**src/hdl/nvda_pkg.sv**
```systemverilog
// Package of constants and types for the nonvolatile data access register block.
package nvda_pkg;

  // ------------------------------------------------------------
  // Register map
  // ------------------------------------------------------------
  localparam logic [7:0] NVDA_CONTROL_OFFSET = 8'h40;  // Control register index inside bank 1.
  localparam logic [7:0] NVDA_CONTROL_BANK   = 8'h01;  // Bank that holds the control register.
  localparam logic [7:0] NVDA_CONTROL_RESET  = 8'h00;  // Control register value after reset.

  // ------------------------------------------------------------
  // Control register field positions
  // ------------------------------------------------------------
  localparam int NVDA_FETCH_START_BIT   = 0;  // Read start.
  localparam int NVDA_FETCH_PERMIT_BIT  = 1;  // Read permit.
  localparam int NVDA_PROGRAM_START_BIT = 2;  // Write start.
  localparam int NVDA_PROGRAM_PERMIT_BIT = 3; // Write permit.

  // ------------------------------------------------------------
  // Timing
  // ------------------------------------------------------------
  localparam int NVDA_CLK_MHZ        = 125;  // System clock rate.
  localparam int NVDA_PROGRAM_TIME_US = 2;   // Array write time, a plain default.
  localparam int NVDA_PROGRAM_CYCLES =
    (NVDA_PROGRAM_TIME_US * NVDA_CLK_MHZ);   // Write time in clock cycles.
  localparam int NVDA_FETCH_CYCLES   = 2;    // Array read latency in clock cycles.

  // Sequencer states, one-hot.
  typedef enum logic [2:0]
  {
    NVDA_IDLE     = 3'b001,
    NVDA_FETCH    = 3'b010,
    NVDA_PROGRAM  = 3'b100
  } nvda_state_type;

endpackage

```
**src/hdl/nvda_array_if.sv**
```systemverilog
// Interface between the register front end and the byte array.
`timescale 1ns/1ps
`default_nettype none
interface nvda_array_if #(parameter int ADDR_WIDTH = 8);
  logic [ADDR_WIDTH-1:0] addr;    // Byte address.
  logic [7:0]            wdata;   // Byte to store.
  logic                  wr_en;   // Store strobe.
  logic [7:0]            rdata;   // Byte at addr, registered.

  modport ctrl  (output addr, output wdata, output wr_en, input rdata);
  modport store (input addr, input wdata, input wr_en, output rdata);
endinterface
`default_nettype wire

```
**src/hdl/nvda_regs.sv**
```systemverilog
// Register front end for the byte-wide nonvolatile data memory.
// Notes on behaviour
// Byte array, depth 32, 64, 128 or 256.
// Address register width matches array depth.
// Upper address bits ignore writes, read zero.
// Array reachable only through these registers.
// Each access moves one addressed byte.
// Address and data registers directly accessed, bank 0.
// Control register only via indirect port one.
// Software loads pointer 40H and bank 01H.
// Control bits: program/fetch permit and start.
// Control upper bits zero; reset clears all.
// Write starts only with permit; auto-clears.
// Read starts only with permit; auto-clears.
// Software never sets both starts together.
// Address and data registers not reset.
// Data register holds last transferred byte.
`timescale 1ns/1ps
`default_nettype none
module nvda_regs #(
  parameter int DEPTH          = 256,
  parameter int PROGRAM_CYCLES = nvda_pkg::NVDA_PROGRAM_CYCLES
) (
  input  wire logic       clk,
  input  wire logic       reset,
  input  wire logic       addr_wr,          // Direct write to address register, bank 0.
  input  wire logic       byte_wr,          // Direct write to data register, bank 0.
  input  wire logic       indirect_one_wr,  // Write through indirect_port_one.
  input  wire logic [7:0] pointer_one,      // Current memory pointer one.
  input  wire logic [7:0] bank_select,      // Current bank select register.
  input  wire logic [7:0] wdata,            // CPU write data.
  output logic      [7:0] nv_address_reg,   // Address register read value.
  output logic      [7:0] nv_byte_reg,      // Data register read value.
  output logic      [7:0] indirect_one_rdata, // Read value at indirect_port_one.
  output logic            busy              // High during an array cycle.
);
  import nvda_pkg::*;

  localparam int AW = $clog2(DEPTH);

  // ------------------------------------------------------------
  // Elaboration checks
  // ------------------------------------------------------------
  // Only the four documented depths are served.
  if (DEPTH != 32 && DEPTH != 64 && DEPTH != 128 && DEPTH != 256)
  begin : g_bad_depth
    $error("Array depth must be 32, 64, 128 or 256.");
  end
  if (PROGRAM_CYCLES < 1)
  begin : g_bad_time
    $error("Write time must be at least one cycle.");
  end

  // ------------------------------------------------------------
  // Decoding
  // ------------------------------------------------------------
  // True when the indirect port addresses the control register.
  function automatic logic hits_control(input logic [7:0] ptr, input logic [7:0] bank);
    hits_control = (ptr == NVDA_CONTROL_OFFSET) && (bank == NVDA_CONTROL_BANK);
  endfunction

  logic            ctrl_hit;        // Indirect access lands on control register.
  logic            ctrl_wr;         // Control register write strobe.
  logic [AW-1:0]   addr_q;          // Implemented address bits.
  logic [7:0]      byte_q;          // Data register.
  logic            program_permit;  // Write permit bit.
  logic            program_start;   // Write start bit.
  logic            fetch_permit;    // Read permit bit.
  logic            fetch_start;     // Read start bit.
  nvda_state_type  state;           // Sequencer state.
  logic [$clog2(PROGRAM_CYCLES+NVDA_FETCH_CYCLES+1)-1:0] count; // Cycle timer.
  logic            timer_done;      // Timer reached its last cycle.
  logic            byte_known;      // Data register loaded since the last reset.

  // Only the pointer-plus-bank path reaches the control register.
  assign ctrl_hit = hits_control(pointer_one, bank_select);
  assign ctrl_wr  = indirect_one_wr && ctrl_hit;

  nvda_array_if #(.ADDR_WIDTH(AW)) arr ();

  // The array has no bus of its own; only this block drives it.
  nvda_array #(.DEPTH(DEPTH)) u_array (
    .clk  (clk),
    .port (arr)
  );

  assign arr.addr  = addr_q;
  assign arr.wdata = byte_q;
  assign arr.wr_en = (state == NVDA_PROGRAM) && timer_done;

  // ------------------------------------------------------------
  // Address register
  // ------------------------------------------------------------
  // Not reset; upper bits are simply not stored. Locked while a cycle runs.
  always_ff @(posedge clk)
  begin
    if (addr_wr && state == NVDA_IDLE)
    begin
      addr_q <= wdata[AW-1:0];
    end
  end

  // Unimplemented bits read as zero.
  always_comb
  begin
    nv_address_reg = '0;
    nv_address_reg[AW-1:0] = addr_q;
  end

  // ------------------------------------------------------------
  // Data register
  // ------------------------------------------------------------
  // Not reset; a finished read or a CPU write while idle replaces it, otherwise it holds.
  always_ff @(posedge clk)
  begin
    if (state == NVDA_FETCH && timer_done)
    begin
      byte_q <= arr.rdata;
    end
    else if (byte_wr && state == NVDA_IDLE)
    begin
      byte_q <= wdata;
    end
  end
  assign nv_byte_reg = byte_q;

  // The data register powers up unknown, so the hold check only starts once a
  // byte has really been placed in it by the CPU or by a finished read.
  always_ff @(posedge clk or posedge reset)
  begin
    if (reset)
    begin
      byte_known <= 1'b0;
    end
    else if ((byte_wr && state == NVDA_IDLE) || (state == NVDA_FETCH && timer_done))
    begin
      byte_known <= 1'b1;
    end
  end

  // ------------------------------------------------------------
  // Control register and sequencer
  // ------------------------------------------------------------
  // Start bits only take when their permit is set; hardware clears them at the end.
  always_ff @(posedge clk or posedge reset)
  begin
    if (reset)
    begin
      program_permit <= 1'b0;
      program_start  <= 1'b0;
      fetch_permit   <= 1'b0;
      fetch_start    <= 1'b0;
      state          <= NVDA_IDLE;
      count          <= '0;
    end
    else
    begin
      unique case (state)
        NVDA_IDLE:
        begin
          if (ctrl_wr)
          begin
            program_permit <= wdata[NVDA_PROGRAM_PERMIT_BIT];
            fetch_permit   <= wdata[NVDA_FETCH_PERMIT_BIT];
            // Write wins if software breaks the one-start-at-a-time rule.
            if (wdata[NVDA_PROGRAM_START_BIT] && wdata[NVDA_PROGRAM_PERMIT_BIT])
            begin
              program_start <= 1'b1;
              state         <= NVDA_PROGRAM;
              count         <= '0;
            end
            else if (wdata[NVDA_FETCH_START_BIT] && wdata[NVDA_FETCH_PERMIT_BIT])
            begin
              fetch_start <= 1'b1;
              state       <= NVDA_FETCH;
              count       <= '0;
            end
          end
        end
        NVDA_FETCH, NVDA_PROGRAM:
        begin
          // Permits stay writable during a cycle; starts cannot be cleared early.
          if (ctrl_wr)
          begin
            program_permit <= wdata[NVDA_PROGRAM_PERMIT_BIT];
            fetch_permit   <= wdata[NVDA_FETCH_PERMIT_BIT];
          end
          count <= count + 1'b1;
          if (timer_done)
          begin
            program_start <= 1'b0;
            fetch_start   <= 1'b0;
            state         <= NVDA_IDLE;
          end
        end
        default:
        begin
          state <= NVDA_IDLE;
        end
      endcase
    end
  end

  // Read needs the registered array byte, hence a fixed multi-cycle latency.
  assign timer_done = (state == NVDA_PROGRAM)
    ? (count == ($bits(count))'(PROGRAM_CYCLES - 1))
    : (count == ($bits(count))'(NVDA_FETCH_CYCLES - 1));

  // Indirect read value: control bits, upper nibble zero.
  always_comb
  begin
    indirect_one_rdata = 8'h00;
    if (ctrl_hit)
    begin
      indirect_one_rdata = {4'h0, program_permit, program_start,
                            fetch_permit, fetch_start};
    end
  end

  assign busy = (state != NVDA_IDLE);

  // ------------------------------------------------------------
  // Checks
  // ------------------------------------------------------------
  property p_write_gated;
    @(posedge clk) disable iff (reset)
      (state == NVDA_IDLE && !(ctrl_wr && wdata[NVDA_PROGRAM_PERMIT_BIT])) |=> !program_start;
  endproperty
  a_write_gated: assert property (p_write_gated) else $error("Write began without permit.");

  property p_read_gated;
    @(posedge clk) disable iff (reset)
      (state == NVDA_IDLE && !(ctrl_wr && wdata[NVDA_FETCH_PERMIT_BIT])) |=> !fetch_start;
  endproperty
  a_read_gated: assert property (p_read_gated) else $error("Read began without permit.");

  property p_read_clears;
    @(posedge clk) disable iff (reset)
      $rose(fetch_start) |-> ##[1:4] !fetch_start;
  endproperty
  a_read_clears: assert property (p_read_clears) else $error("Read start never cleared.");

  property p_upper_zero;
    @(posedge clk) disable iff (reset)
      indirect_one_rdata[7:4] == 4'h0;
  endproperty
  a_upper_zero: assert property (p_upper_zero) else $error("Control upper bits not zero.");

  property p_addr_width;
    @(posedge clk) disable iff (reset)
      (nv_address_reg >> AW) == 8'h00;
  endproperty
  a_addr_width: assert property (p_addr_width) else $error("Unimplemented address bits set.");

  property p_byte_holds;
    @(posedge clk) disable iff (reset)
      (byte_known && state == NVDA_IDLE && !byte_wr) |=> $stable(nv_byte_reg);
  endproperty
  a_byte_holds: assert property (p_byte_holds) else $error("Data register changed unasked.");

  property p_one_start;
    @(posedge clk) disable iff (reset)
      !(program_start && fetch_start);
  endproperty
  a_one_start: assert property (p_one_start) else $error("Both starts active.");

  property p_read_loads;
    @(posedge clk) disable iff (reset)
      (state == NVDA_FETCH && timer_done) |=> (nv_byte_reg == $past(arr.rdata));
  endproperty
  a_read_loads: assert property (p_read_loads) else $error("Read did not load data.");
endmodule
`default_nettype wire

```
**src/hdl/nvda_array.sv**
```systemverilog
// Byte-wide nonvolatile data array held in flip-flops.
`timescale 1ns/1ps
`default_nettype none
module nvda_array #(
  parameter int DEPTH = 256
) (
  input  wire logic     clk,
  nvda_array_if.store   port
);
  import nvda_pkg::*;

  // ------------------------------------------------------------
  // Storage
  // ------------------------------------------------------------
  // The cells have no reset: stored content survives a reset as in the real part.
  logic [7:0] cells [DEPTH];

  // Writes land on the addressed byte; reads are registered.
  always_ff @(posedge clk)
  begin
    if (port.wr_en)
    begin
      cells[port.addr] <= port.wdata;
    end
    port.rdata <= cells[port.addr];
  end
endmodule
`default_nettype wire

```
**config.mk**
```make
export PLATFORM = sky130hd
export DESIGN_NAME = nvda_regs
export DESIGN_NICKNAME = d
export VERILOG_FILES = /design/src/hdl/nvda_pkg.sv /design/src/hdl/nvda_array_if.sv /design/src/hdl/nvda_regs.sv /design/src/hdl/nvda_array.sv
export SDC_FILE = /design/constraint.sdc
export NUM_CORES = 2
export LEC_CHECK = 0
export ABC_AREA = 1
export BUFFER_PORTS_ARGS = -buffer_cell sky130_fd_sc_hd__buf_2
export CAP_MARGIN = 30
export CELL_PAD_IN_SITES_DETAIL_PLACEMENT = 1
export CELL_PAD_IN_SITES_GLOBAL_PLACEMENT = 2
export CORE_MARGIN = 4
export CORE_UTILIZATION = 39
export DETAILED_ROUTE_END_ITERATION = 12
export GPL_TIMING_DRIVEN = 0
export PLACE_DENSITY = 0.87
export SYNTH_ARGS = -nofsm -noshare
export SYNTH_HDL_FRONTEND = slang
export SYNTH_SLANG_ARGS = --single-unit
```
**constraint.sdc**
```tcl
create_clock -name clk -period 3.68 [get_ports clk]
set_input_delay 0.368 -clock clk [delete_from_list [all_inputs] [get_ports clk]]
set_output_delay 0.368 -clock clk [all_outputs]
set_load 0.01 [all_outputs]
```
Word level (Yosys, flattened, before mapping)
Memories as Yosys holds them, arrays and structs flattened. A register that Yosys moved wholly into a read port is not among the register bits.
Cells that the tools add are included.

storage, ports and cells
  bits in registers = 31
  RAM bits = 2048
  bits of input ports = 29
  output and inout port bits = 25
  logic and storage cells = 64
  memories kept = 1

memory list
  name           words  width  read ports  clocked after Yosys merged registers in  write ports  RTL line          RTL
  u_array.cells  256    8      1           1                                        1            nvda_array.sv:16  logic [7:0] cells [DEPTH];

cells by class
  $add $sub $neg = 1
  equal/unequal tests = 14
  mux-type cells = 23
  reductions and logical operators = 17

operator list
  cell                 number
  $mux 8               5
  $eq 8x1->1 const B   2
  $pmux 8 s2           1
  $mux 3               4
  $mux 1               9
  $add 8x1->8 const B  1
  $eq 8x7->1 const B   1
  $eq 8x8->1 const B   1
  $logic_and 1x1->1    8
  $ne 2x2->1 const B   3
  $ne 3x1->1 const B   2
  $pmux 3 s2           1
  $reduce_and 3->1     2
  $reduce_and 5->1     1
  $mux 4               1
  $ne 2x1->1 const B   2
  $pmux 1 s2           2
  $reduce_and 4->1     1
  $reduce_bool 2->1    2
  $eq 3x1->1 const B   1
  $eq 3x2->1 const B   1
  $eq 3x3->1 const B   1
  $reduce_or 3->1      1
  $reduce_and 2->1     1
  $reduce_or 2->1      1

Depth between registers and ports, before layout
  depth in word-level cells = 5
  depth in mapped cells = 15
  mapped depth without buffers = 13

Hierarchy
A second synthesis with hierarchy kept.

unflattened totals
  cell total of the unflattened synthesis = 8233
  area, all modules = 86614.3 um^2

by module, submodules not included
  module      times used  cells each  area each (um^2)  sequential area each (um^2)
  nvda_array  1           8021        84856.4           61659.1
  nvda_regs   1           212         1757.9            857.1

Worst setup path before layout
Ideal clock, no wire load.

  path type = register -> register
  from = register byte_q[0], in the netlist nv_byte_reg[0]
  to = memory u_array.cells[0][0] (data pin)
  setup time = 0.830 ns
  data arrival time = 3.289 ns
  data required time = 2.850 ns
  slack = -0.439 ns
  stages on the path, launching flop included = 1
  path buffers = 0
  clock period less this slack = 4.119 ns
  cell sequence = edfxtp_1

RTL lines
  what                    RTL line          RTL
  start, declared         nvda_regs.sv:65   logic [7:0] byte_q;
  start signal, assigned  nvda_regs.sv:118  byte_q <= arr.rdata;
  start signal, assigned  nvda_regs.sv:122  byte_q <= wdata;
  end, declared           nvda_array.sv:16

No word-level cell before the write port.

==> flow_summary.ini <==
[cts]
cts_sinks = 2087
cts_buffers = 216
root_buffer = clkbuf_16
clk_latency_ns = 0.89
clk_pin_slew_ns = 0.06
cts_tree = yes
clockBufferDepth = 3
cts_htree_levels = 4

[grt]
track_usage_pct = 25.6
antenna_found_initial = 13
grtUsageMet3_pct = 4.39
busiest_layer = met2
grt_pass1_vias = 63900
grt_first_pass_wirelength_um = 428000
grt.overflow.total = 0
use_met2_pct = 41.9
grt_max_degree = 29
use_met1_pct = 33.0

[synth]
synthMostInstantiatedCell = nand2_1
netlist_area_sq_um = 86100
ys_types = 33
yosysWarnings = 0
synthArstFlopShare_pct = 0.719
synth_top_area_share_pct = 72.0
synth_edf_count = 2064
yosys.area.top_type = edfxtp_1
synth.cells.most_frequent = 4796 x nand2_1, 2064 x edfxtp_1, 362 x nor2_1
ys_top_cells_by_area = edfxtp_1 72%, nand2_1 21%, nor2_1 1.6%, clkbuf_1 1.1%, nand3_1 1.1%
ys.flop_type = edfxtp_1
syn_inst = 8137
synth_seq_area_share_pct = 72.6
synth_seq_cells = 2087
syn_avg_cell_area_sq_um = 10.6

[worst_setup_path]
rr_endpoint = u_array.port.rdata[3]$_DFF_P_
worstSetupEndpoint = u_array.port.rdata[3]$_DFF_P_
r2r-start = nv_address_reg[1]$_DFFE_PP_
cp.arrival_ns = 4.46
r2r_cells = 15
r2r_slack_ns = -0.09
crit_fanout = 10
critPathLaunchType = register
path_class = reg2reg
startpoint = nv_address_reg[1]$_DFFE_PP_
crit_path_end_kind = register
required_ns = 4.36

[power_and_ir_drop]
ir_drop_mv = 0.628
p_total_mw = 62.8
clockPowerShare_pct = 34.3
p_comb_share_pct = 21.4
p_int_mw = 43.3
power_density_nw_per_um2 = 619
p_sw_mw = 19.6
leakage_nw = 39.8
seqPwrFrac_pct = 44.3
switching_share_pct = 31.1

[cells_and_area]
largest_reg_flops = 2048
fin_nets = 8582
drive_gt1_share_pct = 10.1
top_register = u_array.cells
fill_cells = 23700
utilization_pct = 46.2
layoutNonFillerInstCount = 11700
syn_to_final_growth_pct = 17.9

[min_path]
hp-class = in2reg

[detailed_routing]
drc = 0
wl_per_cell_um = 25.4
viasPerCell = 5.24
dr.pass1.iters = 6
wl_um = 298000
vias = 61300
drtAntennaViolNets = 0
drt_iter0_drc = 5982

[floorplanning]
die_w_um = 478
start_util_pct = 39.2
fp.dieH_um = 478
rows = 172
core_sq_um = 220000
dieArea_sq_um = 228000
ios = 54

[run]
cap_violations = 0

[placed_design]
port_buffers = 49
dp_cells = 11300
dpl.hpwl_um = 216000
gp_congestion = 0.950

[sta]
rsz0062_at_grt = yes
fmax_ghz = 0.265
holdWs_ns = 0.0775
setup_violations = 18
post-route-period-util_pct = 103
max_slew.worst_pin.slew_ns = 1.10
drv_slew = 0
slew_headroom_pct = 26.9
skew_ns = 0.0472
setup_ws_ns = -0.0924
fin_crit_ns = 3.77
hold_viol = 0

[outcome]
run_status = finished, violations left
violations = setup timing
-- cells by family (layout without fill, tap and decap cells) --
logic type	Yosys count	after routing	share of synthesized area [%]
AOI/OAI and AO/OA	207	207	1.21
muxes	10	10	0.131
DFF	2087	2087	72.6
xor gates and xnor gates	5	5	0.0508
adders and majority gates	2	2	0.0290
and+or+nand+nor	5368	5368	23.7
buffers and inverters	457	1053	2.24
other	1	13	0.00435
-- per-stage QoR --
stage	setup TNS, ns	worst slack, ns	cell area [sq um]
2_1_floorplan	-899.16	-0.439	86100
3_3_place_gp	-	-6.42	90100
3_5_place_dp	-1847.09	-1.71	93400
4_1_cts	-5.28	-0.0757	101000
5_1_grt	-1.29	-0.0712	101000
6_report	-0.325	-0.0924	102000
-- layout by cell type, fill, tap and decap left out, drive strengths merged, types with 2 or more instances in the layout --
cell,netlist,routed
clkinvlp,0,6
nor3,6,6
a21oi,35,35
nor4,2,2
edfxtp,2064,2064
clkinv,1,113
dfxtp,8,8
conb,1,4
ha,2,2
nand2,4800,4800
bufinv,0,16
xor2,5,5
nand4,5,5
nor2,364,364
o22ai,3,3
nand3,189,189
mux2,10,10
inv,35,40
o21ai,167,167
dfrtp,14,14
diode,0,9
dlygate4sd3,0,11
clkbuf,259,529
buf,162,338
-- worst max-delay path, cell delays in order, from the launching register on --
cell        delay (ns)
edfxtp_1          0.36
buf_6             0.25
clkinvlp_4        0.26
clkbuf_4          0.33
buf_4             0.32
clkbuf_2          0.27
nand2_1           0.16
nand3_1           0.08
nand2_1           0.07
nand2_1           0.14
o21ai_0           0.36
nand2_1           0.09
nor2_1            0.21
nor2_1            0.07
nor2_1            0.29
nand2_1           0.27
-- layer usage --
metal / share of wire, % / vias up
li1: - / 27700
met1: 40 / 30800
met2: 47 / 2216
met3: 6.9 / 558
met4: 5.5 / 2
met5: 0.0054 / -
-- how the worst min path moves through the flow --
stage                         startpoint                        end  slack [ns]  depth (start not counted)
after global routing      pointer_one[5]  program_start$_DFFE_PP0P_        0.13                          6
after CTS                 pointer_one[5]  program_start$_DFFE_PP0P_        0.02                          6
after global placement             reset       count[7]$_DFFE_PP0P_        0.46                          2
final                     pointer_one[5]  program_start$_DFFE_PP0P_        0.08                          6
after detailed placement           reset   fetch_permit$_DFFE_PP0P_        0.47                          2
after floorplan                    reset       count[0]$_DFFE_PP0P_        0.27                          1
-- area by class of cell --
cell class / count / area (sq um) / area share [%]
clock inverter: 139 / 1260 / 1.24
clock buffer: 264 / 5610 / 5.52
tap: 2958 / 3700 / 3.65
buffer: 420 / 1980 / 1.95
multi-input combinational: 5596 / 22600 / 22.3
antenna: 9 / 22.5 / 0.0222
sequential: 2087 / 62500 / 61.6
timing repair buffer: 194 / 3650 / 3.60
inverter: 36 / 143 / 0.140
-- power groups by stage --
stage	Clock (mW)	Combinational (mW)	Sequential, mW
after floorplan	0	4.88	29.4
after global placement	0	8.77	31.3
after detailed placement	0	13.0	28.4
after CTS	21.7	13.2	27.9
after global routing	22.8	14.3	27.8
final	21.5	13.4	27.8
-- timing repair --
action / in CTS / in global routing
gates resized for setup: 303 / 89
hold buffers: 11 / 0
hold endpoints to repair: 42 / 0
buffers inserted: 0 / 1
cloned: 0 / 0
setup endpoints to repair: 2057 / 755
Power figures use the tool's default switching activity.
